===== src/usrc_pkg.sv =====
// Package of constants and carriers for the UART sleep and RS-485 control
// Behaviour
// - Automatic sleep allowed only while enhanced-functions and sleep enable are both set.
// - With idle-ignore clear, receive line must stay high four character times first.
// - With idle-ignore set, receive line state is ignored for sleep entry.
// - Sleep needs quiet modem inputs, empty transmit path, no interrupt, empty receive FIFO.
// - While asleep the UART clock and baud clock are both stopped.
// - Wake on receive start bit, transmit FIFO write, or any modem input change.
// - After waking, re-enter sleep when conditions hold again, until sleep enable clears.
// - Low-power pin high stops all clocks and isolates host inputs until released.
// - RTS follows modem control bit or flow control; auto mode hands it to transmitter.
// - Auto RS-485 mode without inversion drives RTS low once host writes data.
// - Inversion drives RTS high while transmitter has data, low after last bit.
// - Multidrop enable treats received characters with ninth bit one as addresses.
// - Normal multidrop with forced parity zero drops data bytes while receiver disabled.
// - Normal multidrop address byte sets parity error, enters FIFO, raises line interrupt.
// - Host enables receiver for its own address; later addresses again flag parity error.
// - Auto address mode discards data and addresses not equal to match character.
// - Matching address enables receiver, is stored with ninth bit, raises line interrupt.
// - Enabled receiver disables and drops on mismatching address, stores matching one.
package usrc_pkg;

  localparam int USRC_IDLE_CHARS = 4;
  localparam int USRC_MODEM_W = 4;
  localparam int USRC_CHAR_W = 8;
  localparam logic [2:0] USRC_LCR_FORCE0 = 3'h7;
  localparam logic USRC_RESET_RTS_N = 1'h1;

  typedef enum {
    USRC_ST_RUN,
    USRC_ST_SLEEP,
    USRC_ST_LOW_POWER_PIN
  } usrc_state_t;

  typedef struct packed {
    logic [USRC_CHAR_W-1:0] data;
    logic ninth;
  } usrc_rx_char_t;

  typedef struct packed {
    logic [USRC_CHAR_W-1:0] data;
    logic perr;
  } usrc_push_t;

  typedef struct packed {
    logic enh_functions_en;
    logic sleep_en;
    logic rx_idle_ignore;
    logic spec_char_en;
    logic multidrop_en;
    logic rts_auto_en;
    logic rts_invert;
    logic line_irq_en;
    logic [2:0] parity_mode;
  } usrc_cfg_t;

endpackage : usrc_pkg


===== src/usrc_idle_timer.sv =====
// Counts whole character times of an idle-high receive line
module usrc_idle_timer #(
  parameter int IDLE_CHARS = usrc_pkg::USRC_IDLE_CHARS
) (
  input wire logic clk,
  input wire logic resetn,
  input wire logic rx_line,
  input wire logic char_tick,
  output logic rx_idle
);
  import usrc_pkg::*;

  localparam int CW = $clog2(IDLE_CHARS + 1);
  localparam logic [CW-1:0] FULL = CW'(IDLE_CHARS);

  if (IDLE_CHARS < 1) begin : g_chk
    $error("usrc_idle_timer: IDLE_CHARS must be at least one");
  end

  logic [CW-1:0] count_reg;

  // Restart on any low level, saturate at the threshold
  always_ff @(posedge clk or negedge resetn) begin
    if (!resetn) begin
      count_reg <= '0;
    end else if (!rx_line) begin
      count_reg <= '0;
    end else if (char_tick && count_reg != FULL) begin
      count_reg <= count_reg + CW'(1);
    end
  end

  assign rx_idle = rx_line && (count_reg == FULL);

endmodule : usrc_idle_timer


===== src/usrc_ctrl.sv =====
// Sleep, low-power, RS-485 RTS and multidrop address control
module usrc_ctrl #(
  parameter int IDLE_CHARS = usrc_pkg::USRC_IDLE_CHARS
) (
  input wire logic clk,
  input wire logic resetn,
  input usrc_pkg::usrc_cfg_t cfg,
  input wire logic low_power_pin,
  input wire logic [usrc_pkg::USRC_MODEM_W-1:0] modem_in,
  input wire logic rx_line,
  input wire logic char_tick,
  input wire logic tx_write,
  input wire logic tx_fifo_empty,
  input wire logic tsr_empty,
  input wire logic irq_pending,
  input wire logic rx_fifo_empty,
  input wire logic mcr_rts,
  input wire logic hw_flow_en,
  input wire logic hw_flow_rts_n,
  input wire logic [usrc_pkg::USRC_CHAR_W-1:0] address_match_character,
  input wire logic rx_char_valid,
  input usrc_pkg::usrc_rx_char_t rx_char,
  input wire logic rx_perr_in,
  input wire logic rx_enable_set,
  input wire logic rx_enable_clr,
  output logic uart_clk_en,
  output logic baud_clk_en,
  output logic asleep,
  output logic low_power_active,
  output logic host_isolate,
  output logic rts_n,
  output logic rx_enabled,
  output logic rx_push_valid,
  output usrc_pkg::usrc_push_t rx_push,
  output logic line_irq
);
  import usrc_pkg::*;

  if (IDLE_CHARS < 1) begin : g_chk
    $error("usrc_ctrl: IDLE_CHARS must be at least one");
  end

  usrc_state_t state_reg;
  usrc_state_t state_next;
  logic [USRC_MODEM_W-1:0] modem_prev_reg;
  logic rx_prev_reg;
  logic tx_busy_reg;
  logic rts_n_reg;
  logic rx_enabled_reg;
  logic push_valid_reg;
  usrc_push_t push_reg;
  logic line_irq_reg;
  logic rx_idle;
  logic host_ok;
  logic host_write;
  logic modem_change;
  logic start_bit;
  logic wake_evt;
  logic sleep_allowed;
  logic rx_ok;
  logic sleep_conds;
  logic md_normal;
  logic md_auto;
  logic is_addr;
  logic addr_match;

  // Decides whether a received character is an address in multidrop mode
  function automatic logic addr_char(input logic md, input usrc_rx_char_t c);
    addr_char = md && c.ninth;
  endfunction : addr_char

  usrc_idle_timer #(
    .IDLE_CHARS(IDLE_CHARS)
  ) u_idle (
    .clk(clk),
    .resetn(resetn),
    .rx_line(rx_line),
    .char_tick(char_tick),
    .rx_idle(rx_idle)
  );

  // Input edge history
  always_ff @(posedge clk or negedge resetn) begin
    if (!resetn) begin
      modem_prev_reg <= '0;
      rx_prev_reg <= 1'h1;
    end else begin
      modem_prev_reg <= modem_in;
      rx_prev_reg <= rx_line;
    end
  end

  // Host strobes are ignored while isolated
  assign host_ok = (state_reg != USRC_ST_LOW_POWER_PIN);
  assign host_write = tx_write && host_ok;

  assign modem_change = (modem_in != modem_prev_reg);
  assign start_bit = rx_prev_reg && !rx_line;
  assign wake_evt = start_bit || host_write || modem_change;

  assign sleep_allowed = cfg.enh_functions_en && cfg.sleep_en;
  assign rx_ok = cfg.rx_idle_ignore || rx_idle;
  assign sleep_conds = !modem_change && tx_fifo_empty && tsr_empty
    && !irq_pending && rx_fifo_empty && rx_ok;

  // Power state machine
  always_comb begin
    state_next = state_reg;
    case (state_reg)
      USRC_ST_RUN: begin
        if (low_power_pin) begin
          state_next = USRC_ST_LOW_POWER_PIN;
        end else if (sleep_allowed && sleep_conds && !wake_evt) begin
          state_next = USRC_ST_SLEEP;
        end
      end
      USRC_ST_SLEEP: begin
        if (low_power_pin) begin
          state_next = USRC_ST_LOW_POWER_PIN;
        end else if (wake_evt || !sleep_allowed) begin
          state_next = USRC_ST_RUN;
        end
      end
      USRC_ST_LOW_POWER_PIN: begin
        if (!low_power_pin) begin
          state_next = USRC_ST_RUN;
        end
      end
      default: begin
        state_next = USRC_ST_RUN;
      end
    endcase
  end

  always_ff @(posedge clk or negedge resetn) begin
    if (!resetn) begin
      state_reg <= USRC_ST_RUN;
    end else begin
      state_reg <= state_next;
    end
  end

  // Clock gates follow the power state
  assign asleep = (state_reg == USRC_ST_SLEEP);
  assign low_power_active = (state_reg == USRC_ST_LOW_POWER_PIN);
  assign uart_clk_en = (state_reg == USRC_ST_RUN);
  assign baud_clk_en = (state_reg == USRC_ST_RUN);
  assign host_isolate = low_power_active;

  // Transmitter holds data from the write until the shifter drains
  always_ff @(posedge clk or negedge resetn) begin
    if (!resetn) begin
      tx_busy_reg <= 1'h0;
    end else if (host_write) begin
      tx_busy_reg <= 1'h1;
    end else if (tx_fifo_empty && tsr_empty) begin
      tx_busy_reg <= 1'h0;
    end
  end

  // RTS pin source selection
  always_ff @(posedge clk or negedge resetn) begin
    if (!resetn) begin
      rts_n_reg <= USRC_RESET_RTS_N;
    end else if (cfg.rts_auto_en) begin
      if (cfg.rts_invert) begin
        rts_n_reg <= host_write || tx_busy_reg;
      end else begin
        rts_n_reg <= !(host_write || tx_busy_reg);
      end
    end else if (hw_flow_en) begin
      rts_n_reg <= hw_flow_rts_n;
    end else begin
      rts_n_reg <= !mcr_rts;
    end
  end

  assign rts_n = rts_n_reg;

  // Multidrop classification
  assign md_normal = cfg.multidrop_en && !cfg.spec_char_en
    && (cfg.parity_mode == USRC_LCR_FORCE0);
  assign md_auto = cfg.multidrop_en && cfg.spec_char_en;
  assign is_addr = addr_char(cfg.multidrop_en, rx_char);
  assign addr_match = (rx_char.data == address_match_character);

  // Receiver enable; hardware address events win over host strobes
  always_ff @(posedge clk or negedge resetn) begin
    if (!resetn) begin
      rx_enabled_reg <= 1'h0;
    end else if (rx_char_valid && md_auto && is_addr) begin
      rx_enabled_reg <= addr_match;
    end else if (host_ok && rx_enable_set) begin
      rx_enabled_reg <= 1'h1;
    end else if (host_ok && rx_enable_clr) begin
      rx_enabled_reg <= 1'h0;
    end
  end

  assign rx_enabled = rx_enabled_reg;

  // Receive FIFO push and line status request
  always_ff @(posedge clk or negedge resetn) begin
    if (!resetn) begin
      push_valid_reg <= 1'h0;
      push_reg <= '0;
      line_irq_reg <= 1'h0;
    end else begin
      push_valid_reg <= 1'h0;
      line_irq_reg <= 1'h0;
      push_reg.data <= rx_char.data;
      push_reg.perr <= rx_perr_in;
      if (rx_char_valid) begin
        if (md_auto) begin
          if (is_addr) begin
            push_valid_reg <= addr_match;
            push_reg.perr <= rx_char.ninth;
            line_irq_reg <= addr_match && cfg.line_irq_en;
          end else begin
            push_valid_reg <= rx_enabled_reg;
          end
        end else if (md_normal) begin
          if (is_addr) begin
            push_valid_reg <= 1'h1;
            push_reg.perr <= 1'h1;
            line_irq_reg <= cfg.line_irq_en;
          end else begin
            push_valid_reg <= rx_enabled_reg;
          end
        end else begin
          push_valid_reg <= 1'h1;
        end
      end
    end
  end

  assign rx_push_valid = push_valid_reg;
  assign rx_push = push_reg;
  assign line_irq = line_irq_reg;

  // Checks
  a_sleep_entry_gate: assert property (
    @(posedge clk) disable iff (!resetn)
    $rose(asleep) |-> $past(cfg.enh_functions_en && cfg.sleep_en))
    else $error("sleep entered without both enables");

  a_sleep_entry_empty: assert property (
    @(posedge clk) disable iff (!resetn)
    $rose(asleep) |-> $past(tx_fifo_empty && tsr_empty && rx_fifo_empty
      && !irq_pending && modem_in == modem_prev_reg))
    else $error("sleep entered with work pending");

  a_sleep_rx_idle: assert property (
    @(posedge clk) disable iff (!resetn)
    $rose(asleep) && !$past(cfg.rx_idle_ignore) |-> $past(rx_idle))
    else $error("sleep entered before receive line idle");

  a_sleep_clk_stop: assert property (
    @(posedge clk) disable iff (!resetn)
    asleep |-> !uart_clk_en && !baud_clk_en)
    else $error("clocks running while asleep");

  a_wake_tx_write: assert property (
    @(posedge clk) disable iff (!resetn)
    asleep && tx_write && !low_power_pin |=> uart_clk_en)
    else $error("transmit write did not wake");

  a_sleep_disable: assert property (
    @(posedge clk) disable iff (!resetn)
    asleep && !cfg.sleep_en && !low_power_pin |=> !asleep)
    else $error("sleep kept after enable cleared");

  a_low_power_pin_stop_clk: assert property (
    @(posedge clk) disable iff (!resetn)
    low_power_pin ##1 low_power_pin |-> !uart_clk_en && host_isolate)
    else $error("low power pin did not stop clocks");

  a_low_power_pin_release: assert property (
    @(posedge clk) disable iff (!resetn)
    low_power_active && !low_power_pin |=> uart_clk_en)
    else $error("low power release did not resume");

  a_rts_manual: assert property (
    @(posedge clk) disable iff (!resetn)
    !cfg.rts_auto_en && !hw_flow_en |=> rts_n == !$past(mcr_rts))
    else $error("RTS does not follow modem control bit");

  a_rts_auto_low: assert property (
    @(posedge clk) disable iff (!resetn)
    cfg.rts_auto_en && !cfg.rts_invert && tx_write && host_ok
      ##1 cfg.rts_auto_en && !cfg.rts_invert |-> !rts_n)
    else $error("RTS not asserted on transmit write");

  a_rts_invert_high: assert property (
    @(posedge clk) disable iff (!resetn)
    cfg.rts_auto_en && cfg.rts_invert && tx_busy_reg |=> rts_n)
    else $error("inverted RTS low while data pending");

  a_addr_normal: assert property (
    @(posedge clk) disable iff (!resetn)
    rx_char_valid && md_normal && rx_char.ninth
      |=> rx_push_valid && rx_push.perr
        && line_irq == $past(cfg.line_irq_en))
    else $error("address byte not flagged in normal multidrop");

  a_data_drop: assert property (
    @(posedge clk) disable iff (!resetn)
    rx_char_valid && (md_normal || md_auto) && !rx_char.ninth
      && !rx_enabled |=> !rx_push_valid)
    else $error("data byte stored while receiver disabled");

  a_auto_mismatch: assert property (
    @(posedge clk) disable iff (!resetn)
    rx_char_valid && md_auto && rx_char.ninth && !addr_match
      |=> !rx_push_valid && !rx_enabled)
    else $error("mismatching address not dropped");

  a_auto_match: assert property (
    @(posedge clk) disable iff (!resetn)
    rx_char_valid && md_auto && rx_char.ninth && addr_match
      |=> rx_push_valid && rx_push.perr && rx_enabled)
    else $error("matching address not stored");

  c_sleep_enter: cover property (
    @(posedge clk) disable iff (!resetn) $rose(asleep));

  c_wake_resleep: cover property (
    @(posedge clk) disable iff (!resetn)
    asleep ##1 !asleep ##[1:100] asleep);

  c_low_power_pin: cover property (
    @(posedge clk) disable iff (!resetn)
    low_power_active ##1 !low_power_active);

  c_auto_match: cover property (
    @(posedge clk) disable iff (!resetn)
    rx_char_valid && md_auto && rx_char.ninth && addr_match);

endmodule : usrc_ctrl


===== config.mk =====
export PLATFORM = sky130hd
export DESIGN_NAME = usrc_ctrl
export DESIGN_NICKNAME = d
export VERILOG_FILES = /design/src/usrc_pkg.sv /design/src/usrc_idle_timer.sv /design/src/usrc_ctrl.sv
export SDC_FILE = /design/constraint.sdc
export NUM_CORES = 1
export LEC_CHECK = 0
export BUFFER_PORTS_ARGS = -buffer_cell sky130_fd_sc_hd__clkbuf_2
export CAP_MARGIN = 10
export CORE_MARGIN = 1.5
export CORE_UTILIZATION = 41
export DETAILED_ROUTE_END_ITERATION = 10
export GPL_TIMING_DRIVEN = 0
export PLACE_DENSITY = 0.86
export SLEW_MARGIN = 20
export SYNTH_ARGS = -nofsm -noshare
export SYNTH_HDL_FRONTEND = slang
export SYNTH_SLANG_ARGS = --single-unit

===== constraint.sdc =====
create_clock -name clk -period 1.48 [get_ports clk]
set_input_delay 0 -clock clk [delete_from_list [all_inputs] [get_ports clk]]
set_output_delay 0 -clock clk [all_outputs]
set_load 0.05 [all_outputs]

## Word-level counts from Yosys, hierarchy flattened

Cells that the tools add are included.

- Add/sub/neg operators: 1
- Multiply operators: 0
- Divide/modulo/power cells: 0
- $lt $le $gt $ge: 0
- Eq/ne operators: 14
- Shift-type cells: 0
- Muxes and demuxes: 31
- Bitwise gates (word level): 0
- Reductions and logical operators: 40

Operators with widths:

| kind | count |
|---|---|
| $mux 32 | 5 |
| $pmux 32 s3 | 1 |
| $eq 32x2->1 const B | 2 |
| $logic_not 32->1 | 2 |
| $eq 32x1->1 const B | 1 |
| $eq 32x3->1 const B | 1 |
| $ne 32x3->1 const B | 1 |
| $mux 1 | 23 |
| $logic_and 1x1->1 | 22 |
| $ne 3x3->1 const B | 3 |
| $eq 8x8->1 | 1 |
| $logic_not 1->1 | 8 |
| $eq 3x3->1 const B | 2 |
| $mux 3 | 2 |
| $logic_or 1x1->1 | 5 |
| $ne 4x4->1 | 1 |
| $add 3x1->3 const B | 1 |
| $reduce_and 3->1 | 1 |
| $reduce_bool 3->1 | 1 |
| $ne 2x1->1 const B | 1 |
| $ne 2x2->1 const B | 1 |
| $reduce_bool 2->1 | 1 |

- Bits in registers: 54
- Latch bits: 0
- RAM bits: 0
- Bits in read-only memories: 0
- Bits of input ports: 49
- Output and inout bits: 18
- Word-level logic and storage cells: 97
- Memories kept: 0

## Logic depth before layout (Yosys ltp)

Gate-level depths: netlist of run 1.

- Word-level depth: 12
- Depth in mapped cells: 6
- Gate-level depth less buffers: 6

## Cells and area by module

From an unflattened synthesis of run 1, not the netlist that was laid out.

- Cells, all modules: 92
- Area total of the unflattened synthesis: 1071.0 sq um

Modules (own cells, without submodules):

| module | times used | cells each | area each (sq um) | sequential area each (sq um) |
|---|---|---|---|---|
| usrc_ctrl | 1 | 74 | 880.8 | 528.0 |
| usrc_idle_timer | 1 | 18 | 190.2 | 75.1 |

## Worst setup path after synthesis of run 1

OpenSTA, ideal clock, no wires.

- Kind: register to output
- From: register state_reg[0]
- To: output port uart_clk_en
- Arrival time: 1416 ps
- Required time: 1480 ps
- Path slack: 64 ps
- Stages on the path, launching flop included: 3
- Buffers on the path: 1
- Cell sequence: dfrtp_1 > nor2_1 > buf_4

- Longest elaborated chain between the ends: 1

RTL lines:

| element | line | RTL |
|---|---|---|
| start, declared | usrc_ctrl.sv:43 | `usrc_state_t state_reg;` |
| start signal, assigned | usrc_ctrl.sv:139 | `state_reg <= state_next;` |
| $logic_not 32->1 | -- |  |
| end, declared | usrc_ctrl.sv:26 | `output logic uart_clk_en,` |

Every way passes these cells.

## Worst setup path after layout of run 1

- From: register state_reg[0]
- To: output port low_power_active

- Longest elaborated chain between the ends: 1

RTL lines:

| element | line | RTL |
|---|---|---|
| $eq 32x3->1 | usrc_ctrl.sv:145 | `assign low_power_active = (state_reg == USRC_ST_LOW_POWER_PIN);` |
| end, declared | usrc_ctrl.sv:29 | `output logic low_power_active,` |

Every way passes these cells.

==> flow_summary.html, run 1 <==
<table>
<tr><th>Metric</th><th>Value</th></tr>
<tr><th colspan="2">Layout</th></tr>
<tr><td>Number of flip-flops under the largest register name</td><td>9</td></tr>
<tr><td>Fraction of layout cells with a size suffix above 1</td><td>41.6%</td></tr>
<tr><td>Leading cell type in the layout, fill and taps excluded</td><td>sky130_fd_sc_hd__clkbuf_2</td></tr>
<tr><td>Area delta synth-&gt;final</td><td>64.4%</td></tr>
<tr><td>Antenna fix cells</td><td>0</td></tr>
<tr><td>Fill cell instance count of the final layout</td><td>175</td></tr>
<tr><td>Non-filler instance count after layout</td><td>~220</td></tr>
<tr><td>Count of nets after finishing</td><td>238</td></tr>
<tr><td>Most frequent cells in the layout</td><td>sky130_fd_sc_hd__clkbuf_2, sky130_fd_sc_hd__dlygate4sd3_1, sky130_fd_sc_hd__dfrtp_1</td></tr>
<tr><th colspan="2">Setup path</th></tr>
<tr><td>Critical path peak fanout</td><td>5</td></tr>
<tr><td>Register-to-register setup slack</td><td>between 100 and 150 ps</td></tr>
<tr><td>RR Endpoint</td><td>state_reg[0]</td></tr>
<tr><td>Crit path launch type</td><td>flip-flop</td></tr>
<tr><td>Reg2reg start</td><td>u_idle.count_reg[0]</td></tr>
<tr><td>Arr. time, crit path</td><td>~1400 ps</td></tr>
<tr><td>Setup crit end kind</td><td>output pin</td></tr>
<tr><td>Data required time at the worst endpoint</td><td>1480 ps</td></tr>
<tr><td>Worst reg-to-reg path cell count</td><td>5</td></tr>
<tr><td>Startpoint-to-endpoint class of the critical path</td><td>reg -&gt; out</td></tr>
<tr><td>Crit. Startpoint</td><td>state_reg[0]</td></tr>
<tr><th colspan="2">Logic synthesis</th></tr>
<tr><td>Yosys cell types</td><td>29</td></tr>
<tr><td>Share of flip-flops with an asynchronous set or reset after synthesis</td><td>100%</td></tr>
<tr><td>Synthesis Warnings</td><td>0</td></tr>
<tr><td>Area of the mapped netlist</td><td>1050 um2</td></tr>
<tr><td>Number of synthesized flops with an enable pin</td><td>0</td></tr>
<tr><td>Register bit total from synthesis</td><td>24</td></tr>
<tr><td>Cell count after synthesis</td><td>about 90</td></tr>
<tr><td>Synth Flop Type</td><td>sky130_fd_sc_hd__dfrtp_1</td></tr>
<tr><td>Total nets after synthesis</td><td>139</td></tr>
<tr><td>Sequential-to-total area share from yosys stat</td><td>a little under three fifths</td></tr>
<tr><td>Average footprint of a synthesized cell</td><td>11.9 um2</td></tr>
<tr><th colspan="2">Drt</th></tr>
<tr><td>Number of nets still failing antenna checks after routing</td><td>0</td></tr>
<tr><td>Routed wirelength normalized by instance count</td><td>14.7 um</td></tr>
<tr><td>Starting DRC count in detailed routing</td><td>24</td></tr>
<tr><td>Via count</td><td>~1,100</td></tr>
<tr><td>Routed Wire Length</td><td>3.16 mm</td></tr>
<tr><td>Vias per cell</td><td>about 5</td></tr>
<tr><td>1st-pass router iterations</td><td>4</td></tr>
<tr><td>DRC violations left</td><td>0</td></tr>
<tr><th colspan="2">Placed design</th></tr>
<tr><td>IO buf count</td><td>66</td></tr>
<tr><td>DP HPWL</td><td>1.95 mm</td></tr>
<tr><td>Final weighted congestion of routability-driven global placement</td><td>between 0.7 and 0.8</td></tr>
<tr><td>Number of placed instances with taps included</td><td>about 180</td></tr>
<tr><th colspan="2">Die</th></tr>
<tr><td>Die X</td><td>53.6 um</td></tr>
<tr><td>Site Rows</td><td>18</td></tr>
<tr><td>Initial core utilization</td><td>42.8%</td></tr>
<tr><td>Die area</td><td>between 2000 and 3000 um2</td></tr>
<tr><td>I/O pin cnt</td><td>67</td></tr>
<tr><td>Core Region</td><td>between 2000 and 2500 um2</td></tr>
<tr><td>Die Height</td><td>53.6 um</td></tr>
<tr><th colspan="2">Power and ir drop</th></tr>
<tr><td>Maximum vdd ir drop</td><td>between 0.6 and 0.7 mV</td></tr>
<tr><td>Power Dens Cells</td><td>about 810 nW/um2</td></tr>
<tr><td>Leakage</td><td>0.886 nW</td></tr>
<tr><th colspan="2">STA</th></tr>
<tr><td>Worst Max-Slew Pin Slew</td><td>584 ps</td></tr>
<tr><td>FMAX</td><td>between 0.7 and 0.8 GHz</td></tr>
<tr><td>Final worst path period share</td><td>between 90% and 100%</td></tr>
<tr><td>Setup repair after global routing missed its margin</td><td>no</td></tr>
<tr><td>Total setup violations reported at the end of the flow</td><td>0</td></tr>
<tr><td>Max transition margin</td><td>between 60% and 70%</td></tr>
<tr><td>Count of endpoints failing hold in the final timing report</td><td>0</td></tr>
<tr><td>Total negative slack for setup checks</td><td>0 ps</td></tr>
<tr><td>Max-slew violation total from the final report</td><td>0</td></tr>
<tr><td>Skew final</td><td>10.6 ps</td></tr>
<tr><td>Min cycle time layout</td><td>1390 ps</td></tr>
<tr><th colspan="2">GRT</th></tr>
<tr><td>Largest net degree at the start of global routing</td><td>25</td></tr>
<tr><td>GR Util All Layers</td><td>23.5%</td></tr>
<tr><td>Via count of the first global-routing pass</td><td>1,075</td></tr>
<tr><td>Leftover overflow at the end of global routing</td><td>0</td></tr>
<tr><td>Antenna violations before repair</td><td>0</td></tr>
<tr><td>First-pass GRT wire length</td><td>4.69 mm</td></tr>
<tr><th colspan="2">Clock network</th></tr>
<tr><td>Number of buffers inserted during clock tree synthesis</td><td>3</td></tr>
<tr><td>TritonCTS clock tree</td><td>done</td></tr>
<tr><td>Sink Count</td><td>24</td></tr>
<tr><td>Root Buffer</td><td>sky130_fd_sc_hd__clkbuf_4</td></tr>
<tr><td>Bufs on Longest Clock Path</td><td>2</td></tr>
<tr><td>Buffer count from post-CTS setup fixing</td><td>0</td></tr>
<tr><td>Clock latency reported for the late side of the worst-skew pair</td><td>about 310 ps</td></tr>
<tr><td>Number of H-tree levels</td><td>1</td></tr>
<tr><td>CTS clk-pin slew, worst paths</td><td>~130 ps</td></tr>
<tr><th colspan="2">Hold path</th></tr>
<tr><td>Worst hold path stage count</td><td>3</td></tr>
<tr><td>Class of the worst hold path</td><td>in -&gt; reg</td></tr>
<tr><td>Hold wc startpoint</td><td>irq_pending</td></tr>
<tr><td>Endpoint of the worst hold-timing path</td><td>state_reg[0]</td></tr>
<tr><th colspan="2">Run status</th></tr>
<tr><td>Result of the run</td><td>completed</td></tr>
<tr><th colspan="2">Flow run</th></tr>
<tr><td>Number of maximum-capacitance constraint violations</td><td>0</td></tr>
</table>
-- synth_stat cells (all sizes together) (2+ instances only) --
cell,count,area (um2)
xnor2,3,26.3
a21boi,2,15.0
nand2,7,26.3
a31oi,3,18.8
nor2,4,15.0
a21oi,5,25.0
dfstp,2,52.6
xor2,11,96.3
inv,5,18.8
and3,2,12.5
nor4,3,31.3
dfrtp,22,551
ha,2,25.0
nor2b,3,18.8
buf,2,15.0
-- critical path: stages (launching register included) --
cell                       delay (ps)
sky130_fd_sc_hd__dfrtp_1          440
sky130_fd_sc_hd__nand2b_2         250
sky130_fd_sc_hd__inv_1             90
sky130_fd_sc_hd__buf_4            100
sky130_fd_sc_hd__clkbuf_4         210
-- logic make-up after synthesis --
kind of cell / after synthesis / synth area share, %
DFF: 24 / 57.4
adders and majority gates: 2 / 2.38
and+or+nand+nor: 26 / 14.7
AOI/OAI and AO/OA: 15 / 10.6
xor gates and xnor gates: 14 / 11.7
buffers and inverters: 7 / 3.22
-- where the power goes --
| part | internal, mW | total (mW) | switching, mW |
|---|---|---|---|
| registers | 0.698 | 0.717 | 0.0189 |
| clock network | 0.0949 | 0.278 | 0.183 |
| logic | 0.166 | 0.395 | 0.229 |
-- layer usage --
metal	track usage, %	share of wire (%)
met5	0	0
met4	5.56	0.66
met3	8.33	11
met2	39.1	50
met1	29.4	39
-- metrics by stage --
stage	power, mW	hold WS (ps)	util (%)	setup slack [ps]	cell area (um2)
4_1_cts	1.38	26.7	70.1	25.9	1720
6_report	1.39	53.1	70.3	91.7	1730
3_3_place_gp	1.04	24.8	57.7	165	1420
2_1_floorplan	0.919	-296	-	63.7	1050
5_1_grt	1.45	47.5	70.3	27.7	1730
3_5_place_dp	1.05	23.3	57.7	139	1420
-- timing repair --
action	CTS	global route
setup endpoints to repair	0	1
hold buffers	28	0
endpoints found under the hold margin	45	0
resized for setup	0	3
-- final cells by class --
type	instances	area, um2	share of cell area (%)
Buffer	2	15.0	0.870
Clock buffer	3	22.5	1.31
Inverter	5	18.8	1.09
Multi-Input combinational cell	57	415	24.1
Sequential cell	24	603	35.0
Tap cell	30	37.5	2.18
Timing Repair Buffer	94	613	35.5
-- worst max path at each step --
stage	depth (start not counted)	to	slack (ps)
6_report	4	low_power_active	90
5_1_grt	4	low_power_active	30
4_1_cts	4	low_power_active	30
3_5_place_dp	5	state_reg[0]	140
3_3_place_gp	5	state_reg[0]	170
2_1_floorplan	2	uart_clk_en	60
(Power assumes the default switching activity.)
==> run 2: changes to the inputs <==
--- a/config.mk
+++ b/config.mk
@@ -8,10 +8,11 @@
 export BUFFER_PORTS_ARGS = -buffer_cell sky130_fd_sc_hd__clkbuf_2
 export CAP_MARGIN = 10
 export CORE_MARGIN = 1.5
-export CORE_UTILIZATION = 41
+export CORE_UTILIZATION = 29
 export DETAILED_ROUTE_END_ITERATION = 10
 export GPL_TIMING_DRIVEN = 0
-export PLACE_DENSITY = 0.86
+export PLACE_DENSITY = 0.66
+export RECOVER_POWER = 100
 export SLEW_MARGIN = 20
 export SYNTH_ARGS = -nofsm -noshare
 export SYNTH_HDL_FRONTEND = slang
==> flow_summary.html, run 2 (synthesis results as in run 1) <==
<table>
<tr><th>Metric</th><th>Value</th></tr>
<tr><th colspan="2">Setup path</th></tr>
<tr><td>Reg2reg start</td><td>state_reg[1]</td></tr>
<tr><td>Setup crit end kind</td><td>flip-flop</td></tr>
<tr><td>List of cells traversed by the critical path</td><td>dlygate4sd3_1 -&gt; clkbuf_1 -&gt; xor2_1 -&gt; nor4_1 -&gt; nand2_1 -&gt; a221oi_1</td></tr>
<tr><td>RR Endpoint</td><td>state_reg[0]</td></tr>
<tr><td>Crit path launch type</td><td>input pin</td></tr>
<tr><td>Register-to-register setup slack</td><td>170 ps</td></tr>
<tr><td>CP peak stage delay</td><td>530 ps</td></tr>
<tr><td>Startpoint-to-endpoint class of the critical path</td><td>in -&gt; reg</td></tr>
<tr><td>Data required time at the worst endpoint</td><td>1700 ps</td></tr>
<tr><td>CP max stage cell</td><td>sky130_fd_sc_hd__dlygate4sd3_1</td></tr>
<tr><td>Worst reg-to-reg path cell count</td><td>4</td></tr>
<tr><td>Timing endpoint of the critical path</td><td>rx_push_valid</td></tr>
<tr><td>Arr. time, crit path</td><td>1620 ps</td></tr>
<tr><td>Crit. Startpoint</td><td>rx_char[2]</td></tr>
<tr><td>Depth of the critical timing path with buffers and inverters included</td><td>6</td></tr>
<tr><td>Critical path peak fanout</td><td>3</td></tr>
<tr><td>Family with the most delay on the worst path</td><td>buffers and inverters</td></tr>
<tr><td>Count of buffering cells on the critical path with inverters included</td><td>2</td></tr>
<tr><th colspan="2">Placed design</th></tr>
<tr><td>IO buf count</td><td>66</td></tr>
<tr><td>Final weighted congestion of routability-driven global placement</td><td>0.698</td></tr>
<tr><td>Number of placed instances with taps included</td><td>200</td></tr>
<tr><td>DP HPWL</td><td>between 1.5 and 2 mm</td></tr>
<tr><td>Setup slack after placement</td><td>146 ps</td></tr>
<tr><th colspan="2">Drt</th></tr>
<tr><td>Starting DRC count in detailed routing</td><td>55</td></tr>
<tr><td>Number of nets still failing antenna checks after routing</td><td>0</td></tr>
<tr><td>Routed wirelength normalized by instance count</td><td>11.8 um</td></tr>
<tr><td>Routed Wire Length</td><td>2.74 mm</td></tr>
<tr><td>DRC violations left</td><td>0</td></tr>
<tr><td>Via count</td><td>1,022</td></tr>
<tr><td>1st-pass router iterations</td><td>4</td></tr>
<tr><td>Vias per cell</td><td>4.41</td></tr>
<tr><th colspan="2">STA</th></tr>
<tr><td>Count of endpoints failing hold in the final timing report</td><td>0</td></tr>
<tr><td>FMAX</td><td>between 0.7 and 0.8 GHz</td></tr>
<tr><td>Total setup violations reported at the end of the flow</td><td>0</td></tr>
<tr><td>Min cycle time layout</td><td>1400 ps</td></tr>
<tr><td>Worst Max-Slew Pin Slew</td><td>1280 ps</td></tr>
<tr><td>Max-slew violation total from the final report</td><td>0</td></tr>
<tr><td>Skew final</td><td>~7 ps</td></tr>
<tr><td>Setup repair after global routing missed its margin</td><td>no</td></tr>
<tr><td>Max transition margin</td><td>between 10% and 20%</td></tr>
<tr><td>Final worst path period share</td><td>94.8%</td></tr>
<tr><td>Total negative slack for setup checks</td><td>0 ps</td></tr>
<tr><td>Final worst-path setup slack</td><td>76.7 ps</td></tr>
<tr><th colspan="2">Clock network</th></tr>
<tr><td>Number of H-tree levels</td><td>1</td></tr>
<tr><td>Bufs on Longest Clock Path</td><td>2</td></tr>
<tr><td>Number of buffers inserted during clock tree synthesis</td><td>3</td></tr>
<tr><td>CTS clk-pin slew, worst paths</td><td>130 ps</td></tr>
<tr><td>Root Buffer</td><td>sky130_fd_sc_hd__clkbuf_4</td></tr>
<tr><td>Clock latency reported for the late side of the worst-skew pair</td><td>310 ps</td></tr>
<tr><td>Buffer count from post-CTS setup fixing</td><td>0</td></tr>
<tr><td>Sink Count</td><td>24</td></tr>
<tr><td>TritonCTS clock tree</td><td>done</td></tr>
<tr><th colspan="2">GRT</th></tr>
<tr><td>Antenna violations before repair</td><td>0</td></tr>
<tr><td>GR Util All Layers</td><td>~15%</td></tr>
<tr><td>Via count of the first global-routing pass</td><td>around 1,100</td></tr>
<tr><td>First-pass GRT wire length</td><td>~4.7 mm</td></tr>
<tr><td>Largest net degree at the start of global routing</td><td>25</td></tr>
<tr><td>Leftover overflow at the end of global routing</td><td>0</td></tr>
<tr><th colspan="2">Layout</th></tr>
<tr><td>Antenna fix cells</td><td>0</td></tr>
<tr><td>Non-filler instance count after layout</td><td>232</td></tr>
<tr><td>Leading cell type in the layout, fill and taps excluded</td><td>sky130_fd_sc_hd__clkbuf_2</td></tr>
<tr><td>Area delta synth-&gt;final</td><td>63.6%</td></tr>
<tr><td>Count of nets after finishing</td><td>238</td></tr>
<tr><td>Fraction of layout cells with a size suffix above 1</td><td>a little over a quarter</td></tr>
<tr><td>Final design utilization</td><td>50.3%</td></tr>
<tr><td>Fill cell instance count of the final layout</td><td>339</td></tr>
<tr><td>Most frequent cells in the layout</td><td>sky130_fd_sc_hd__clkbuf_2, sky130_fd_sc_hd__dlygate4sd3_1, sky130_fd_sc_hd__clkbuf_1</td></tr>
<tr><td>Number of flip-flops under the largest register name</td><td>9</td></tr>
<tr><th colspan="2">Die</th></tr>
<tr><td>Die Height</td><td>63.2 um</td></tr>
<tr><td>Initial core utilization</td><td>roughly 31%</td></tr>
<tr><td>Core Region</td><td>roughly 3400 um2</td></tr>
<tr><td>Die area</td><td>between 3000 and 4000 um2</td></tr>
<tr><td>Die X</td><td>between 60 and 70 um</td></tr>
<tr><td>Site Rows</td><td>21</td></tr>
<tr><td>I/O pin cnt</td><td>67</td></tr>
<tr><th colspan="2">Hold path</th></tr>
<tr><td>Class of the worst hold path</td><td>in -&gt; reg</td></tr>
<tr><td>Worst hold path stage count</td><td>3</td></tr>
<tr><th colspan="2">Run status</th></tr>
<tr><td>Result of the run</td><td>completed</td></tr>
<tr><th colspan="2">Flow run</th></tr>
<tr><td>Number of maximum-capacitance constraint violations</td><td>0</td></tr>
<tr><th colspan="2">Power and ir drop</th></tr>
<tr><td>Power Dens Cells</td><td>between 800 and 900 nW/um2</td></tr>
<tr><td>Total power</td><td>~1.4 mW</td></tr>
<tr><td>Leakage</td><td>between 0.8 and 0.9 nW</td></tr>
<tr><td>Maximum vdd ir drop</td><td>~0.51 mV</td></tr>
</table>
-- run 2: stage by stage --
stage | instance area (um2) | hold WS [ps]
after detailed placement | 1440 | 31.9
after global placement | 1440 | 26.5
after CTS | 1760 | 9.97
after global routing | 1720 | 24.7
after floorplan | 1050 | -296
final | 1720 | 25.8
-- run 2: power by group --
group	internal (mW)	switching [mW]	total [mW]
registers	0.698	0.0174	0.715
logic	0.153	0.217	0.370
clock network	0.150	0.190	0.340
-- run 2: how the worst min path moves through the flow --
stage | start | end | slack [ps]
6_report | rx_enable_set | rx_enabled | 30
3_3_place_gp | resetn | rx_push[2] | 30
4_1_cts | rx_enable_set | rx_enabled | 10
5_1_grt | rx_enable_set | rx_enabled | 20
2_1_floorplan | resetn | line_irq | -300
3_5_place_dp | resetn | rx_push[1] | 30
-- run 2: layer usage --
| metal | track usage [%] | routed length, um | up-vias | share of wire [%] |
|---|---|---|---|---|
| met4 | 6.67 | 23 | 0 | 0.84 |
| met3 | 5.71 | 284 | 2 | 10 |
| met5 | 0 | 0 | - | 0 |
| met1 | 16.3 | 1110 | 464 | 41 |
| li1 | - | - | 504 | - |
| met2 | 25.9 | 1320 | 52 | 48 |
-- run 2: worst register-to-register path, stage by stage (launching register included) --
cell                        delay (ps)
sky130_fd_sc_hd__dfrtp_1           450
sky130_fd_sc_hd__nor2_1            110
sky130_fd_sc_hd__o2111ai_1         120
sky130_fd_sc_hd__nor4_1            350
sky130_fd_sc_hd__o2111a_1          230
-- run 2: timing repair --
item | CTS | global route
gates resized for setup | 1 | 3
hold buffers | 28 | 0
hold endpoints to repair | 46 | 0
endpoints found under the setup margin | 1 | 2
-- run 2: cell type report --
cell class	count	area [um2]	area share, %
Inverter	5	18.8	1.09
Multi-Input combinational cell	57	409	23.8
Sequential cell	24	603	35.1
Clock buffer	4	36.3	2.11
Buffer	2	15.0	0.874
Tap cell	46	57.6	3.35
Timing Repair Buffer	94	578	33.6
